**src/hw/cpi_cfg.svh**
```systemverilog
// constants for the coprocessor interface port: offsets, fields, codes
`ifndef CPI_CFG_SVH
`define CPI_CFG_SVH
// coprocessor-side register offsets
`define CPI_CIR_RESPONSE 5'h00
`define CPI_CIR_OPWORD 5'h08
`define CPI_CIR_COMMAND 5'h0A
`define CPI_CIR_CONDITION 5'h0E
`define CPI_CIR_OPERAND 5'h10
`define CPI_CIR_REGSEL 5'h14
`define CPI_CIR_IADDR 5'h18
`define CPI_CIR_OPADDR 5'h1C
// primitive function codes in bits 12..8
`define CPI_FN_NULL 5'h02
`define CPI_FN_OPWORD 5'h03
`define CPI_FN_OPERAND 5'h04
`define CPI_FN_REGSEL 5'h05
`define CPI_FN_IADDR 5'h06
`define CPI_FN_OPADDR 5'h07
`define CPI_FN_EXTSKIP 5'h08
// software-side AHB byte offsets
`define CPI_AHB_CTRL 8'h00
`define CPI_AHB_OPWORD 8'h04
`define CPI_AHB_CMD 8'h08
`define CPI_AHB_COND 8'h0C
`define CPI_AHB_PCADDR 8'h10
`define CPI_AHB_OPDATA 8'h14
`define CPI_AHB_OPADDR 8'h18
`define CPI_AHB_STATUS 8'h1C
`define CPI_AHB_SCAN 8'h20
`define CPI_AHB_REGSEL 8'h24
`define CPI_AHB_RESP 8'h28
// control and status bit positions
`define CPI_CTRL_START 0
`define CPI_ST_DONE 1
`define CPI_ST_PROTO 2
// instruction stream steps, in bytes
`define CPI_WORD_STEP 32'h0000_0002
`define CPI_LONG_BYTES 4'h4
`endif

```
**src/hw/cpi_pkg.sv**
```systemverilog
// types shared by the coprocessor interface port
package cpi_pkg;
    // dialogue sequencer states
    typedef enum logic [3:0] {
        ST_IDLE = 4'b0000, ST_INIT = 4'b0001, ST_READ_RESP = 4'b0010,
        ST_LATCH = 4'b0011, ST_DECODE = 4'b0100, ST_CAPTURE = 4'b0101,
        ST_OPERAND = 4'b0110, ST_OPW_WAIT = 4'b0111, ST_OPR_WAIT = 4'b1000,
        ST_FINISH = 4'b1001, ST_BUS = 4'b1010
    } cpi_state_type;
    // instruction categories set by software
    typedef enum logic [2:0] {
        CAT_GENERAL = 3'b000, CAT_BRANCH = 3'b001, CAT_SET = 3'b010,
        CAT_TRAP = 3'b011, CAT_DBRANCH = 3'b100
    } cpi_cat_type;
    // one access toward the coprocessor register set
    typedef struct packed {
        logic [4:0] addr;
        logic wide;
        logic write;
        logic [31:0] wdata;
    } cpi_cpreq_type;
    // response primitive layout
    typedef struct packed {
        logic comeAgain;
        logic spare;
        logic direction;
        logic [4:0] func;
        logic [2:0] mid;
        logic passCounter;
        logic [3:0] arg;
    } cpi_prim_type;
endpackage

```
**src/hw/cpi_msb_align.sv**
```systemverilog
// byte justifier between software data and the operand register
`timescale 1ns/1ps
module cpi_msb_align
    import cpi_pkg::*;
(
    input wire logic [31:0] dataIn,
    input wire logic [2:0] byteCount,
    input wire logic toMsb,
    output logic [31:0] dataOut
);
    logic [5:0] shiftBits; // empty bytes times eight

    // a full long word passes unshifted; a tail moves up or down
    always_comb
    begin
        shiftBits = {3'(3'h4 - byteCount), 3'h0};
        if (toMsb)
        begin
            dataOut = dataIn << shiftBits;
        end
        else
        begin
            dataOut = dataIn >> shiftBits;
        end
    end
endmodule

```
**src/hw/cpi_coproc_port.sv**
```systemverilog
// main-processor side engine of the coprocessor interface, AHB-Lite controlled
//
// The AHB-Lite slave port is this design's own decision.
`timescale 1ns/1ps
`include "cpi_cfg.svh"
module cpi_coproc_port
    import cpi_pkg::*;
(
    input wire logic ref_clk,
    input wire logic rst,
    input wire logic hsel,
    input wire logic [31:0] haddr,
    input wire logic [1:0] htrans,
    input wire logic hwrite,
    input wire logic [2:0] hsize,
    input wire logic [31:0] hwdata,
    input wire logic hready,
    output logic hreadyout,
    output logic [31:0] hrdata,
    output logic hresp,
    output cpi_cpreq_type cpReq,
    output logic cpValid,
    input wire logic cpAck,
    input wire logic [31:0] cpRdata
);
    // bus slave registers
    logic wrPend_reg; // write data phase pending
    logic [7:0] wrAddr_reg;
    logic rdPend_reg; // read wait state pending
    logic [7:0] rdAddr_reg;
    logic hreadyout_reg;
    logic [31:0] hrdata_reg;
    logic hresp_reg;
    // software-written setup
    cpi_cat_type cat_reg;
    logic [15:0] opWord_reg;
    logic [15:0] cmdWord_reg;
    logic [15:0] cond_reg;
    // sequencer state and data
    cpi_state_type state_reg;
    cpi_state_type ret_reg; // where a coprocessor access returns
    cpi_cpreq_type cpReq_reg;
    logic cpValid_reg;
    logic [31:0] rd_reg; // last coprocessor read data
    cpi_prim_type resp_reg;
    logic [31:0] pcAddr_reg; // operation word address, then next pc
    logic [31:0] scanPtr_reg;
    logic [31:0] opData_reg;
    logic [31:0] opAddr_reg;
    logic [15:0] regSel_reg;
    logic [3:0] remain_reg; // operand bytes still to move
    logic pcPassed_reg;
    logic done_reg;
    logic proto_reg;
    logic opWant_reg;
    logic opReady_reg;
    logic tf_reg;
    // strobes
    logic addrPhase;
    logic wrHit;
    logic swStart;
    logic swOpWrite;
    logic swOpRead;
    logic clrDone;
    logic clrProto;
    logic [2:0] tailCount;
    logic [31:0] wrAligned;
    logic [31:0] rdAligned;
    logic knownFunc;
    logic [31:0] readValue;

    assign hreadyout = hreadyout_reg;
    assign hrdata = hrdata_reg;
    assign hresp = hresp_reg;
    assign cpReq = cpReq_reg;
    assign cpValid = cpValid_reg;

    // decode software strobes from the write data phase; swOpRead from the read wait state
    always_comb
    begin
        addrPhase = hsel && htrans[1] && hready;
        wrHit = wrPend_reg;
        swStart = wrHit && (wrAddr_reg == `CPI_AHB_CTRL) && hwdata[`CPI_CTRL_START]
            && (state_reg == ST_IDLE);
        swOpWrite = wrHit && (wrAddr_reg == `CPI_AHB_OPDATA) && opWant_reg;
        swOpRead = rdPend_reg && (rdAddr_reg == `CPI_AHB_OPDATA) && opReady_reg;
        clrDone = wrHit && (wrAddr_reg == `CPI_AHB_STATUS) && hwdata[`CPI_ST_DONE];
        clrProto = wrHit && (wrAddr_reg == `CPI_AHB_STATUS) && hwdata[`CPI_ST_PROTO];
        // long words first, a shorter tail last
        tailCount = (remain_reg >= `CPI_LONG_BYTES) ? 3'h4 : remain_reg[2:0];
    end

    // tail bytes go up to the top byte on writes
    cpi_msb_align wrAlign (
        .dataIn(opData_reg),
        .byteCount(tailCount),
        .toMsb(1'b1),
        .dataOut(wrAligned)
    );

    // and come back down to the low byte on reads
    cpi_msb_align rdAlign (
        .dataIn(rd_reg),
        .byteCount(tailCount),
        .toMsb(1'b0),
        .dataOut(rdAligned)
    );

    // primitives this engine understands
    always_comb
    begin
        case (resp_reg.func)
            `CPI_FN_NULL, `CPI_FN_OPWORD, `CPI_FN_REGSEL, `CPI_FN_IADDR,
            `CPI_FN_OPADDR, `CPI_FN_EXTSKIP: knownFunc = 1'b1;
            `CPI_FN_OPERAND: knownFunc = (resp_reg.arg != 4'h0); // zero length is illegal
            default: knownFunc = 1'b0;
        endcase
    end

    // register read mux; unmapped offsets read zero
    always_comb
    begin
        case (rdAddr_reg)
            `CPI_AHB_CTRL: readValue = {28'h0000000, cat_reg, 1'b0};
            `CPI_AHB_OPWORD: readValue = {16'h0000, opWord_reg};
            `CPI_AHB_CMD: readValue = {16'h0000, cmdWord_reg};
            `CPI_AHB_COND: readValue = {16'h0000, cond_reg};
            `CPI_AHB_PCADDR: readValue = pcAddr_reg;
            `CPI_AHB_OPDATA: readValue = opData_reg;
            `CPI_AHB_OPADDR: readValue = opAddr_reg;
            `CPI_AHB_STATUS: readValue = {25'h0000000, tf_reg, resp_reg.direction,
                opReady_reg, opWant_reg, proto_reg, done_reg, state_reg != ST_IDLE};
            `CPI_AHB_SCAN: readValue = scanPtr_reg;
            `CPI_AHB_REGSEL: readValue = {16'h0000, regSel_reg};
            `CPI_AHB_RESP: readValue = {16'h0000, resp_reg};
            default: readValue = 32'h00000000;
        endcase
    end

    // AHB-Lite slave: writes zero wait, reads one wait state so that a
    // write just before a read is already visible
    always_ff @(posedge ref_clk or posedge rst)
    begin
        if (rst)
        begin
            wrPend_reg <= 1'b0;
            wrAddr_reg <= 8'h00;
            rdPend_reg <= 1'b0;
            rdAddr_reg <= 8'h00;
            hreadyout_reg <= 1'b1;
            hrdata_reg <= 32'h00000000;
            hresp_reg <= 1'b0;
        end
        else
        begin
            hresp_reg <= 1'b0; // always OKAY
            wrPend_reg <= addrPhase && hwrite;
            rdPend_reg <= addrPhase && !hwrite;
            if (addrPhase)
            begin
                wrAddr_reg <= haddr[7:0];
                rdAddr_reg <= haddr[7:0];
            end
            if (addrPhase && !hwrite)
            begin
                hreadyout_reg <= 1'b0; // insert the read wait state
            end
            else if (rdPend_reg)
            begin
                hreadyout_reg <= 1'b1;
                hrdata_reg <= readValue;
            end
        end
    end

    // software setup registers
    always_ff @(posedge ref_clk or posedge rst)
    begin
        if (rst)
        begin
            cat_reg <= CAT_GENERAL;
            opWord_reg <= 16'h0000;
            cmdWord_reg <= 16'h0000;
            cond_reg <= 16'h0000;
        end
        else if (wrHit)
        begin
            case (wrAddr_reg)
                `CPI_AHB_CTRL: cat_reg <= cpi_cat_type'(hwdata[3:1]);
                `CPI_AHB_OPWORD: opWord_reg <= hwdata[15:0];
                `CPI_AHB_CMD: cmdWord_reg <= hwdata[15:0];
                `CPI_AHB_COND: cond_reg <= hwdata[15:0];
                default: ; // other offsets belong to the sequencer block
            endcase
        end
    end

    // dialogue sequencer with the coprocessor; later assignments win, so a
    // hardware set in the same cycle as a software clear keeps the flag
    always_ff @(posedge ref_clk or posedge rst)
    begin
        if (rst)
        begin
            state_reg <= ST_IDLE;
            ret_reg <= ST_IDLE;
            cpReq_reg <= '0;
            cpValid_reg <= 1'b0;
            rd_reg <= 32'h00000000;
            resp_reg <= '0;
            pcAddr_reg <= 32'h00000000;
            scanPtr_reg <= 32'h00000000;
            opData_reg <= 32'h00000000;
            opAddr_reg <= 32'h00000000;
            regSel_reg <= 16'h0000;
            remain_reg <= 4'h0;
            pcPassed_reg <= 1'b0;
            done_reg <= 1'b0;
            proto_reg <= 1'b0;
            opWant_reg <= 1'b0;
            opReady_reg <= 1'b0;
            tf_reg <= 1'b0;
        end
        else
        begin
            if (clrDone)
            begin
                done_reg <= 1'b0;
            end
            if (clrProto)
            begin
                proto_reg <= 1'b0;
            end
            // software may preload pc and operand address when idle
            if (wrHit && state_reg == ST_IDLE)
            begin
                if (wrAddr_reg == `CPI_AHB_PCADDR)
                begin
                    pcAddr_reg <= hwdata;
                end
                if (wrAddr_reg == `CPI_AHB_OPADDR)
                begin
                    opAddr_reg <= hwdata;
                end
            end
            if (swOpWrite)
            begin
                opData_reg <= hwdata;
            end
            case (state_reg)
                ST_IDLE:
                begin
                    if (swStart)
                    begin
                        state_reg <= ST_INIT;
                    end
                end
                ST_INIT:
                begin
                    // program counter stays on the operation word
                    cpValid_reg <= 1'b1;
                    ret_reg <= ST_READ_RESP;
                    state_reg <= ST_BUS;
                    case (cat_reg)
                        CAT_BRANCH:
                        begin
                            cpReq_reg <= '{`CPI_CIR_CONDITION, 1'b0, 1'b1,
                                {16'h0000, cond_reg}};
                            scanPtr_reg <= pcAddr_reg + `CPI_WORD_STEP;
                        end
                        CAT_SET, CAT_TRAP, CAT_DBRANCH:
                        begin
                            cpReq_reg <= '{`CPI_CIR_CONDITION, 1'b0, 1'b1,
                                {16'h0000, cond_reg}};
                            scanPtr_reg <= pcAddr_reg + (`CPI_WORD_STEP << 1);
                        end
                        default:
                        begin
                            cpReq_reg <= '{`CPI_CIR_COMMAND, 1'b0, 1'b1,
                                {16'h0000, cmdWord_reg}};
                            scanPtr_reg <= pcAddr_reg + (`CPI_WORD_STEP << 1);
                        end
                    endcase
                end
                ST_READ_RESP:
                begin
                    // each primitive arrives in the base register
                    cpReq_reg <= '{`CPI_CIR_RESPONSE, 1'b0, 1'b0, 32'h00000000};
                    cpValid_reg <= 1'b1;
                    pcPassed_reg <= 1'b0;
                    ret_reg <= ST_LATCH;
                    state_reg <= ST_BUS;
                end
                ST_LATCH:
                begin
                    resp_reg <= cpi_prim_type'(rd_reg[15:0]);
                    state_reg <= ST_DECODE;
                end
                ST_DECODE:
                begin
                    if (resp_reg.passCounter && !pcPassed_reg)
                    begin
                        // counter goes out before any service or exception
                        cpReq_reg <= '{`CPI_CIR_IADDR, 1'b1, 1'b1, pcAddr_reg};
                        cpValid_reg <= 1'b1;
                        pcPassed_reg <= 1'b1;
                        ret_reg <= ST_DECODE;
                        state_reg <= ST_BUS;
                    end
                    else if (!knownFunc)
                    begin
                        proto_reg <= 1'b1;
                        state_reg <= ST_IDLE;
                    end
                    else
                    begin
                        case (resp_reg.func)
                            `CPI_FN_OPWORD:
                            begin
                                cpReq_reg <= '{`CPI_CIR_OPWORD, 1'b0, 1'b1,
                                    {16'h0000, opWord_reg}};
                                cpValid_reg <= 1'b1;
                                ret_reg <= ST_FINISH;
                                state_reg <= ST_BUS;
                            end
                            `CPI_FN_OPERAND:
                            begin
                                remain_reg <= resp_reg.arg;
                                state_reg <= ST_OPERAND;
                            end
                            `CPI_FN_REGSEL:
                            begin
                                cpReq_reg <= '{`CPI_CIR_REGSEL, 1'b0, 1'b0,
                                    32'h00000000};
                                cpValid_reg <= 1'b1;
                                ret_reg <= ST_CAPTURE;
                                state_reg <= ST_BUS;
                            end
                            `CPI_FN_IADDR:
                            begin
                                // scan pointer moves in either direction
                                cpReq_reg <= '{`CPI_CIR_IADDR, 1'b1, !resp_reg.direction,
                                    scanPtr_reg};
                                cpValid_reg <= 1'b1;
                                ret_reg <= resp_reg.direction ? ST_CAPTURE : ST_FINISH;
                                state_reg <= ST_BUS;
                            end
                            `CPI_FN_OPADDR:
                            begin
                                cpReq_reg <= '{`CPI_CIR_OPADDR, 1'b1, !resp_reg.direction,
                                    opAddr_reg};
                                cpValid_reg <= 1'b1;
                                ret_reg <= resp_reg.direction ? ST_CAPTURE : ST_FINISH;
                                state_reg <= ST_BUS;
                            end
                            `CPI_FN_EXTSKIP:
                            begin
                                // one word step per extension word referenced
                                scanPtr_reg <= scanPtr_reg
                                    + ({28'h0000000, resp_reg.arg} << 1);
                                state_reg <= ST_FINISH;
                            end
                            default:
                            begin
                                tf_reg <= resp_reg.arg[0]; // null primitive condition
                                state_reg <= ST_FINISH;
                            end
                        endcase
                    end
                end
                ST_CAPTURE:
                begin
                    // route read data by the primitive that asked for it
                    case (resp_reg.func)
                        `CPI_FN_REGSEL: regSel_reg <= rd_reg[15:0];
                        `CPI_FN_IADDR: scanPtr_reg <= rd_reg;
                        default: opAddr_reg <= rd_reg;
                    endcase
                    state_reg <= ST_FINISH;
                end
                ST_OPERAND:
                begin
                    if (remain_reg == 4'h0)
                    begin
                        state_reg <= ST_FINISH;
                    end
                    else if (!resp_reg.direction)
                    begin
                        opWant_reg <= 1'b1; // ask software for the next word
                        state_reg <= ST_OPW_WAIT;
                    end
                    else
                    begin
                        cpReq_reg <= '{`CPI_CIR_OPERAND, 1'b1, 1'b0, 32'h00000000};
                        cpValid_reg <= 1'b1;
                        ret_reg <= ST_OPR_WAIT;
                        state_reg <= ST_BUS;
                    end
                end
                ST_OPW_WAIT:
                begin
                    if (swOpWrite)
                    begin
                        // software word is low-justified; wrAligned follows next cycle
                        opWant_reg <= 1'b0;
                        ret_reg <= ST_OPERAND;
                        state_reg <= ST_BUS;
                        cpValid_reg <= 1'b0;
                    end
                    else if (!opWant_reg)
                    begin
                        // data now stored: send it up-justified
                        cpReq_reg <= '{`CPI_CIR_OPERAND, 1'b1, 1'b1, wrAligned};
                        cpValid_reg <= 1'b1;
                        remain_reg <= remain_reg - {1'b0, tailCount};
                        ret_reg <= ST_OPERAND;
                        state_reg <= ST_BUS;
                    end
                end
                ST_OPR_WAIT:
                begin
                    if (!opReady_reg)
                    begin
                        opData_reg <= rdAligned;
                        opReady_reg <= 1'b1;
                    end
                    else if (swOpRead)
                    begin
                        opReady_reg <= 1'b0;
                        remain_reg <= remain_reg - {1'b0, tailCount};
                        state_reg <= ST_OPERAND;
                    end
                end
                ST_FINISH:
                begin
                    if (resp_reg.comeAgain)
                    begin
                        state_reg <= ST_READ_RESP;
                    end
                    else
                    begin
                        pcAddr_reg <= scanPtr_reg;
                        done_reg <= 1'b1;
                        state_reg <= ST_IDLE;
                    end
                end
                ST_BUS:
                begin
                    if (cpValid_reg && cpAck)
                    begin
                        cpValid_reg <= 1'b0;
                        rd_reg <= cpRdata;
                        state_reg <= ret_reg;
                    end
                    else if (!cpValid_reg)
                    begin
                        // parked hop used by the operand write path
                        state_reg <= ST_OPW_WAIT;
                    end
                end
                default:
                begin
                    state_reg <= ST_IDLE;
                end
            endcase
        end
    end
endmodule

```
**config.mk**
```make
export PLATFORM = sky130hd
export DESIGN_NAME = cpi_coproc_port
export DESIGN_NICKNAME = d
export VERILOG_FILES = /design/src/hw/cpi_pkg.sv /design/src/hw/cpi_msb_align.sv /design/src/hw/cpi_coproc_port.sv
export VERILOG_INCLUDE_DIRS = /design/src /design/src/hw
export SDC_FILE = /design/constraint.sdc
export NUM_CORES = 1
export LEC_CHECK = 0
export BUFFER_PORTS_ARGS = -buffer_cell sky130_fd_sc_hd__buf_2
export CAP_MARGIN = 30
export CORE_UTILIZATION = 50
export DETAILED_ROUTE_END_ITERATION = 8
export PLACE_DENSITY = 0.69
export SLEW_MARGIN = 10
export SYNTH_ARGS = -nofsm -noshare
export SYNTH_HDL_FRONTEND = slang
export SYNTH_SLANG_ARGS = --single-unit
export TNS_END_PERCENT = 1
```
**constraint.sdc**
```tcl
create_clock -name ref_clk -period 14.6 [get_ports ref_clk]
set_input_delay 2.19 -clock ref_clk [delete_from_list [all_inputs] [get_ports ref_clk]]
set_output_delay 2.19 -clock ref_clk [all_outputs]
set_load 0.01 [all_outputs]
```
After elaboration in Yosys (flattened, before gate mapping)
Index checks and enable logic that the tools add are counted.
{"block": "classes", "n_addsub": 5, "order_cmp": 1, "eq_ne": 53, "n_shift": 2, "n_mux": 86, "bitwise_logic": 3, "reduce_logical": 55}
{"cell": "$mux W32", "count": 16}
{"cell": "$pmux W32 S11", "count": 1}
{"cell": "$mux W39", "count": 6}
{"cell": "$pmux W39 S5", "count": 1}
{"cell": "$pmux W39 S4", "count": 1}
{"cell": "$mux W4", "count": 25}
{"cell": "$pmux W32 S3", "count": 1}
{"cell": "$pmux W4 S10", "count": 1}
{"cell": "$mux W37", "count": 1}
{"cell": "$add A32 B2 Y32 const B", "count": 1}
{"cell": "$add A32 B3 Y32 const B", "count": 1}
{"cell": "$add A32 B5 Y32", "count": 1}
{"cell": "$eq A8 B5 Y1 const B", "count": 4}
{"cell": "$ne A2 B2 Y1 const B", "count": 16}
{"cell": "$shl A32 B6 Y32", "count": 1}
{"cell": "$shr A32 B6 Y32", "count": 1}
{"cell": "$eq A8 B6 Y1 const B", "count": 3}
{"cell": "$pmux W4 S3", "count": 2}
{"cell": "$mux W1", "count": 23}
{"cell": "$eq A5 B3 Y1 const B", "count": 4}
{"cell": "$pmux W4 S5", "count": 1}
{"cell": "$logic_and A1 B1 Y1", "count": 17}
{"cell": "$eq A4 B3 Y1 const B", "count": 4}
{"cell": "$eq A8 B4 Y1 const B", "count": 2}
{"cell": "37 further kinds", "count": 71}
{"block": "totals", "reg_bits": 344, "in_bits": 107, "out_inout_bits": 74, "word_cells": 241}

Longest topological paths before layout
{"block": "depth", "depth_word": 7, "ltp_mapped": 13, "depth_no_buf": 9}

Hierarchy
From an unflattened synthesis, not the netlist that was laid out.
{"block": "unflattened", "hier_cells": 2230, "area_unflattened_um2": 21498.1}
{"mod": "cpi_coproc_port", "n_inst": 1, "cells_per_inst": 1898, "area_each_um2": 18975.7, "seq_area_each_um2": 8584.5}
{"mod": "cpi_msb_align", "n_inst": 2, "cells_per_inst": 166, "area_each_um2": 1261.2, "seq_area_each_um2": 0.0}

Worst setup path before layout
OpenSTA, ideal clock, no wires.
{"block": "synth_path", "kind": "input -> register", "from": "in hready", "to": "reg hrdata_reg[3] (netlist: hrdata[3])", "setup_ns": 0.078, "arrival_ns": 3.360, "required_time_ns": 14.522, "slack_ns": 11.162, "stages": 6, "n_path_buf": 2, "path_cell_list": "nand3_1 -> clkbuf_1 -> o21ai_1 -> clkbuf_1 -> nand2_1 -> o21ai_1"}
{"block": "synth_via", "elab_chain_cells": 4}
{"element": "start: declaration", "line": "cpi_coproc_port.sv:17", "text": "input wire logic hready,"}
{"element": "$logic_and A1 B1 Y1", "line": "cpi_coproc_port.sv:81", "text": "addrPhase = hsel && htrans[1] && hready;"}
{"element": "$logic_and A1 B1 Y1", "line": "cpi_coproc_port.sv:164", "text": "if (addrPhase && !hwrite)"}
{"element": "$not A1 Y1 (no line)"}
{"element": "$reduce_and A2 Y1 (no line)"}
{"element": "end signal: assignment", "line": "cpi_coproc_port.sv:171", "text": "hrdata_reg <= readValue;"}
{"element": "end: declaration", "line": "cpi_coproc_port.sv:32", "text": "logic [31:0] hrdata_reg;"}
No other way between the ends.
A chain may end at the register's enable or synchronous reset.

Final worst setup path
{"block": "layout_path", "from": "reg state_reg[2]", "to": "reg scanPtr_reg[18]"}
{"block": "layout_via", "elab_chain_cells": 3, "elab_cells_between_ends": 10, "cone_classes": "7 x eq/ne; 1 x mux; 2 x reduce/logical"}
{"element": "start: declaration", "line": "cpi_coproc_port.sv:40", "text": "cpi_state_type state_reg;"}
{"element": "start signal: assignment", "line": "cpi_coproc_port.sv:452", "text": "state_reg <= ret_reg;"}
{"element": "$eq A4 B3 Y1 / $eq A4 B1 Y1 (equally long branches)", "line": "cpi_coproc_port.sv:249", "text": "case (state_reg)"}
{"element": "$ne A2 B2 Y1 (no line) / $reduce_bool A3 Y1 (equally long branches)"}
{"element": "$reduce_and A5 Y1 (no line)"}
{"element": "end signal: assignment", "line": "cpi_coproc_port.sv:268", "text": "scanPtr_reg <= pcAddr_reg + `CPI_WORD_STEP;"}
{"element": "end signal: assignment", "line": "cpi_coproc_port.sv:274", "text": "scanPtr_reg <= pcAddr_reg + (`CPI_WORD_STEP << 1);"}
{"element": "end signal: assignment", "line": "cpi_coproc_port.sv:280", "text": "scanPtr_reg <= pcAddr_reg + (`CPI_WORD_STEP << 1);"}
{"element": "end: declaration", "line": "cpi_coproc_port.sv:47", "text": "logic [31:0] scanPtr_reg;"}
Parallel ways exist; a longest one is shown, timed or not.

==> impl_metrics.tcl <==
set metrics [dict create \
    synthDistinctLibCells 91 \
    die_h_um 201 \
    ff2ff_path_depth 6 \
    pre_cts_ws_ns 10.07 \
    cts_tree "done" \
    drc 0 \
    synth_edf_count 0 \
    rsz0062_at_grt "false" \
    vias_per_cell 6.83 \
    tightestPinTransition_ns 1.06 \
    cp.required_ns 15.04 \
    core_area_um2 38900 \
    die-area_um2 40600 \
    p_per_area_nw_per_um2 189 \
    antenna_found_initial 1 \
    switching_share_pct 43.5 \
    hold_depth 1 \
    leakagePower_nw 9.84 \
    combPwrFrac_pct 34.1 \
    hold_viol_final 0 \
    layout_min_cycle_time_ns 4.11 \
    antennaDiodeCount 0 \
    grt_start_max_net_pins 144 \
    cts_max_path_buffers 3 \
    worstPathMaxFanout 35 \
    finalCritPeriodShare_pct 28.1 \
    placed_area_um2 21100 \
    ys_warn_count 0 \
    grt_pass1_vias 17400 \
    drive_gt1_share_pct 21.1 \
    yosysSeqAreaShare_pct 43.2 \
    regToRegSetupSlack_ns 10.49 \
    fin_setup_tns_ns 0 \
    routed_wl_um 77400 \
    grt_pass1_wl_um 114000 \
    p_int_mw 2.40 \
    path_cells "nor3b_1 > nand2_1 > o211ai_4 > buf_4 > nor2_1 > a221o_1" \
    fp.dieW_um 201 \
    syn_area_per_cell_um2 9.65 \
    syn2layout_area_growth_pct 12.9 \
    htree_levels 2 \
    ios 181 \
    ir_worst_vdd_mv 0.0991 \
    overflow 0 \
    worstPathBufferInverterCount 1 \
    cts.clk_slew.worst_paths_ns 0.06 \
    cts_resized 0 \
    synthTopCellsByArea "dfrtp_1 (43%), mux2_2 (7.7%), mux2i_1 (7.6%)" \
    clkSinkCount 343 \
    p_sw_mw 1.85 \
    cpPeakStageDelay_ns 0.93 \
    syn_area_um2 19900 \
    cts-root-buf "clkbuf_16" \
    drtPass1Iterations 6 \
    p_clk_share_pct 24.4 \
    routedWlPerCell_um 28.9 \
    cts_setup_buffers 0 \
    crit_cells 6 \
    synth.top_cell.area_share_pct 43.1 \
    skew_ns 0.0252 \
    port_buffers 150 \
    drtAntennaViolNets 0 \
    drv_cap 0 \
    initial_core_util_pct 51.1 \
    vias 18300 \
    nets 2248 \
    synth.most_common_cell "dfrtp_1" \
    fmaxAchievable_mhz 243 \
    cp.arrival_ns 4.55 \
    track_usage_pct 37.9 \
    status "finished, final reports clean" \
    path_delay_family "simple AND/OR/NAND/NOR gates" \
    postSynthCellCount 2059 \
    place_congestion 1.01 \
    drt_iter0_markers 2920 \
    clk_latency_ns 0.58 \
    stdcell_area_um2 22400 \
    synth_top_cells_by_count "dfrtp_1 (342), nand2_1 (212), o21ai_0 (163)" \
    place.detailed.hpwl_um 52900 \
    cp_slowest_cell "nor3b_1" \
    num_rows 72 \
    critical_path_class "reg -> reg" \
    max-slew-margin-rel_pct 29.2 \
    setup_viol 0 \
    yosys_register_bits 343 \
    final_max_slew_viol_count 0 \
    worst_slack_ns 10.49 \
    min_path_type "reg -> reg" \
    ys.flop_type "dfrtp_1" \
    worst_setup_path_start_kind "flop" \
    largest_register_ffs 38 \
    synthArstFlopShare_pct 100 \
    yosysTopAreaCell "dfrtp_1" \
    end_kind "flop" \
    cts-hold-fix-buffers 0 \
    seq_power_share_pct 41.5 \
    cts_made_buffers 40 \
]
==> cells by family after synthesis <==
| kind of cell | count (synthesis) | share of synthesized area [%] |
|---|---|---|
| compound gates | 646 | 20.9 |
| xor+xnor | 34 | 1.50 |
| fa+ha+maj | 10 | 0.655 |
| buf+inv | 190 | 4.32 |
| flops | 343 | 43.2 |
| mux | 294 | 16.1 |
| other cells | 2 | 0.0378 |
| simple gates | 540 | 13.3 |
==> through the flow <==
| stage | utilization, % | hold slack (ns) | std cells | power [mW] |
|---|---|---|---|---|
| after floorplan | - | 0.443 | 2060 | 2.53 |
| after global placement | 53.8 | 0.453 | 2599 | 3.08 |
| after detailed placement | 54.1 | 0.462 | 2606 | 3.13 |
| after CTS | 57.5 | 0.478 | 2679 | 4.17 |
| after global routing | 57.7 | 0.505 | 2681 | 4.42 |
| final | 57.7 | 0.471 | 2681 | 4.25 |
==> placed cells by master, fill, tap and decap left out, types with 19 or more instances in the layout <==
| cell type | instances |
|---|---|
| a31oi_1 | 29 |
| buf_4 | 42 |
| nor2_1 | 119 |
| a21oi_1 | 105 |
| a22o_1 | 24 |
| clkbuf_16 | 41 |
| mux2_2 | 136 |
| a221oi_1 | 26 |
| o22ai_1 | 33 |
| xor2_1 | 19 |
| o21ai_0 | 163 |
| o21ai_1 | 49 |
| mux2i_1 | 150 |
| nor3_1 | 32 |
| nand3_1 | 54 |
| buf_2 | 151 |
| a22oi_1 | 108 |
| nand2_1 | 210 |
| dfrtp_1 | 342 |
==> layout make-up <==
class / count / area (um^2)
Sequential cell: 343 / 8580
Inverter: 19 / 78.8
Timing Repair Buffer: 201 / 1250
Clock inverter: 18 / 206
Multi-Input combinational cell: 1527 / 10500
Fill cell: 3489 / 16500
Clock buffer: 55 / 1130
Tap cell: 518 / 648
==> power groups by stage <==
stage	Sequential [mW]	Combinational [mW]	Clock, mW
finish	1.76	1.45	1.04
global route	1.77	1.56	1.08
CTS	1.72	1.41	1.04
detailed placement	1.74	1.40	0
global placement	1.72	1.36	0
floorplan	1.48	1.05	0
==> routing by layer <==
| layer | vias to the layer above | wire length (um) | track usage [%] |
|---|---|---|---|
| li1 | 7836 | - | - |
| met1 | 8877 | 30200 | 51.7 |
| met2 | 1316 | 32500 | 53.9 |
| met3 | 275 | 10200 | 11.2 |
| met4 | 0 | 4410 | 20.6 |
| met5 | - | 0 | 0 |
==> final timing paths <==
check / to / startpoint
worst max-delay path: scanPtr_reg[18] / state_reg[2]
max in group asynchronous: hreadyout / rst
worst max register to register: scanPtr_reg[18] / state_reg[2]
min in group asynchronous: cpReq[27] / rst
worst min-delay path: cpReq[37] / cpReq[37]
worst min register to register: cpReq[37] / cpReq[37]
(Power assumes the default switching activity.)
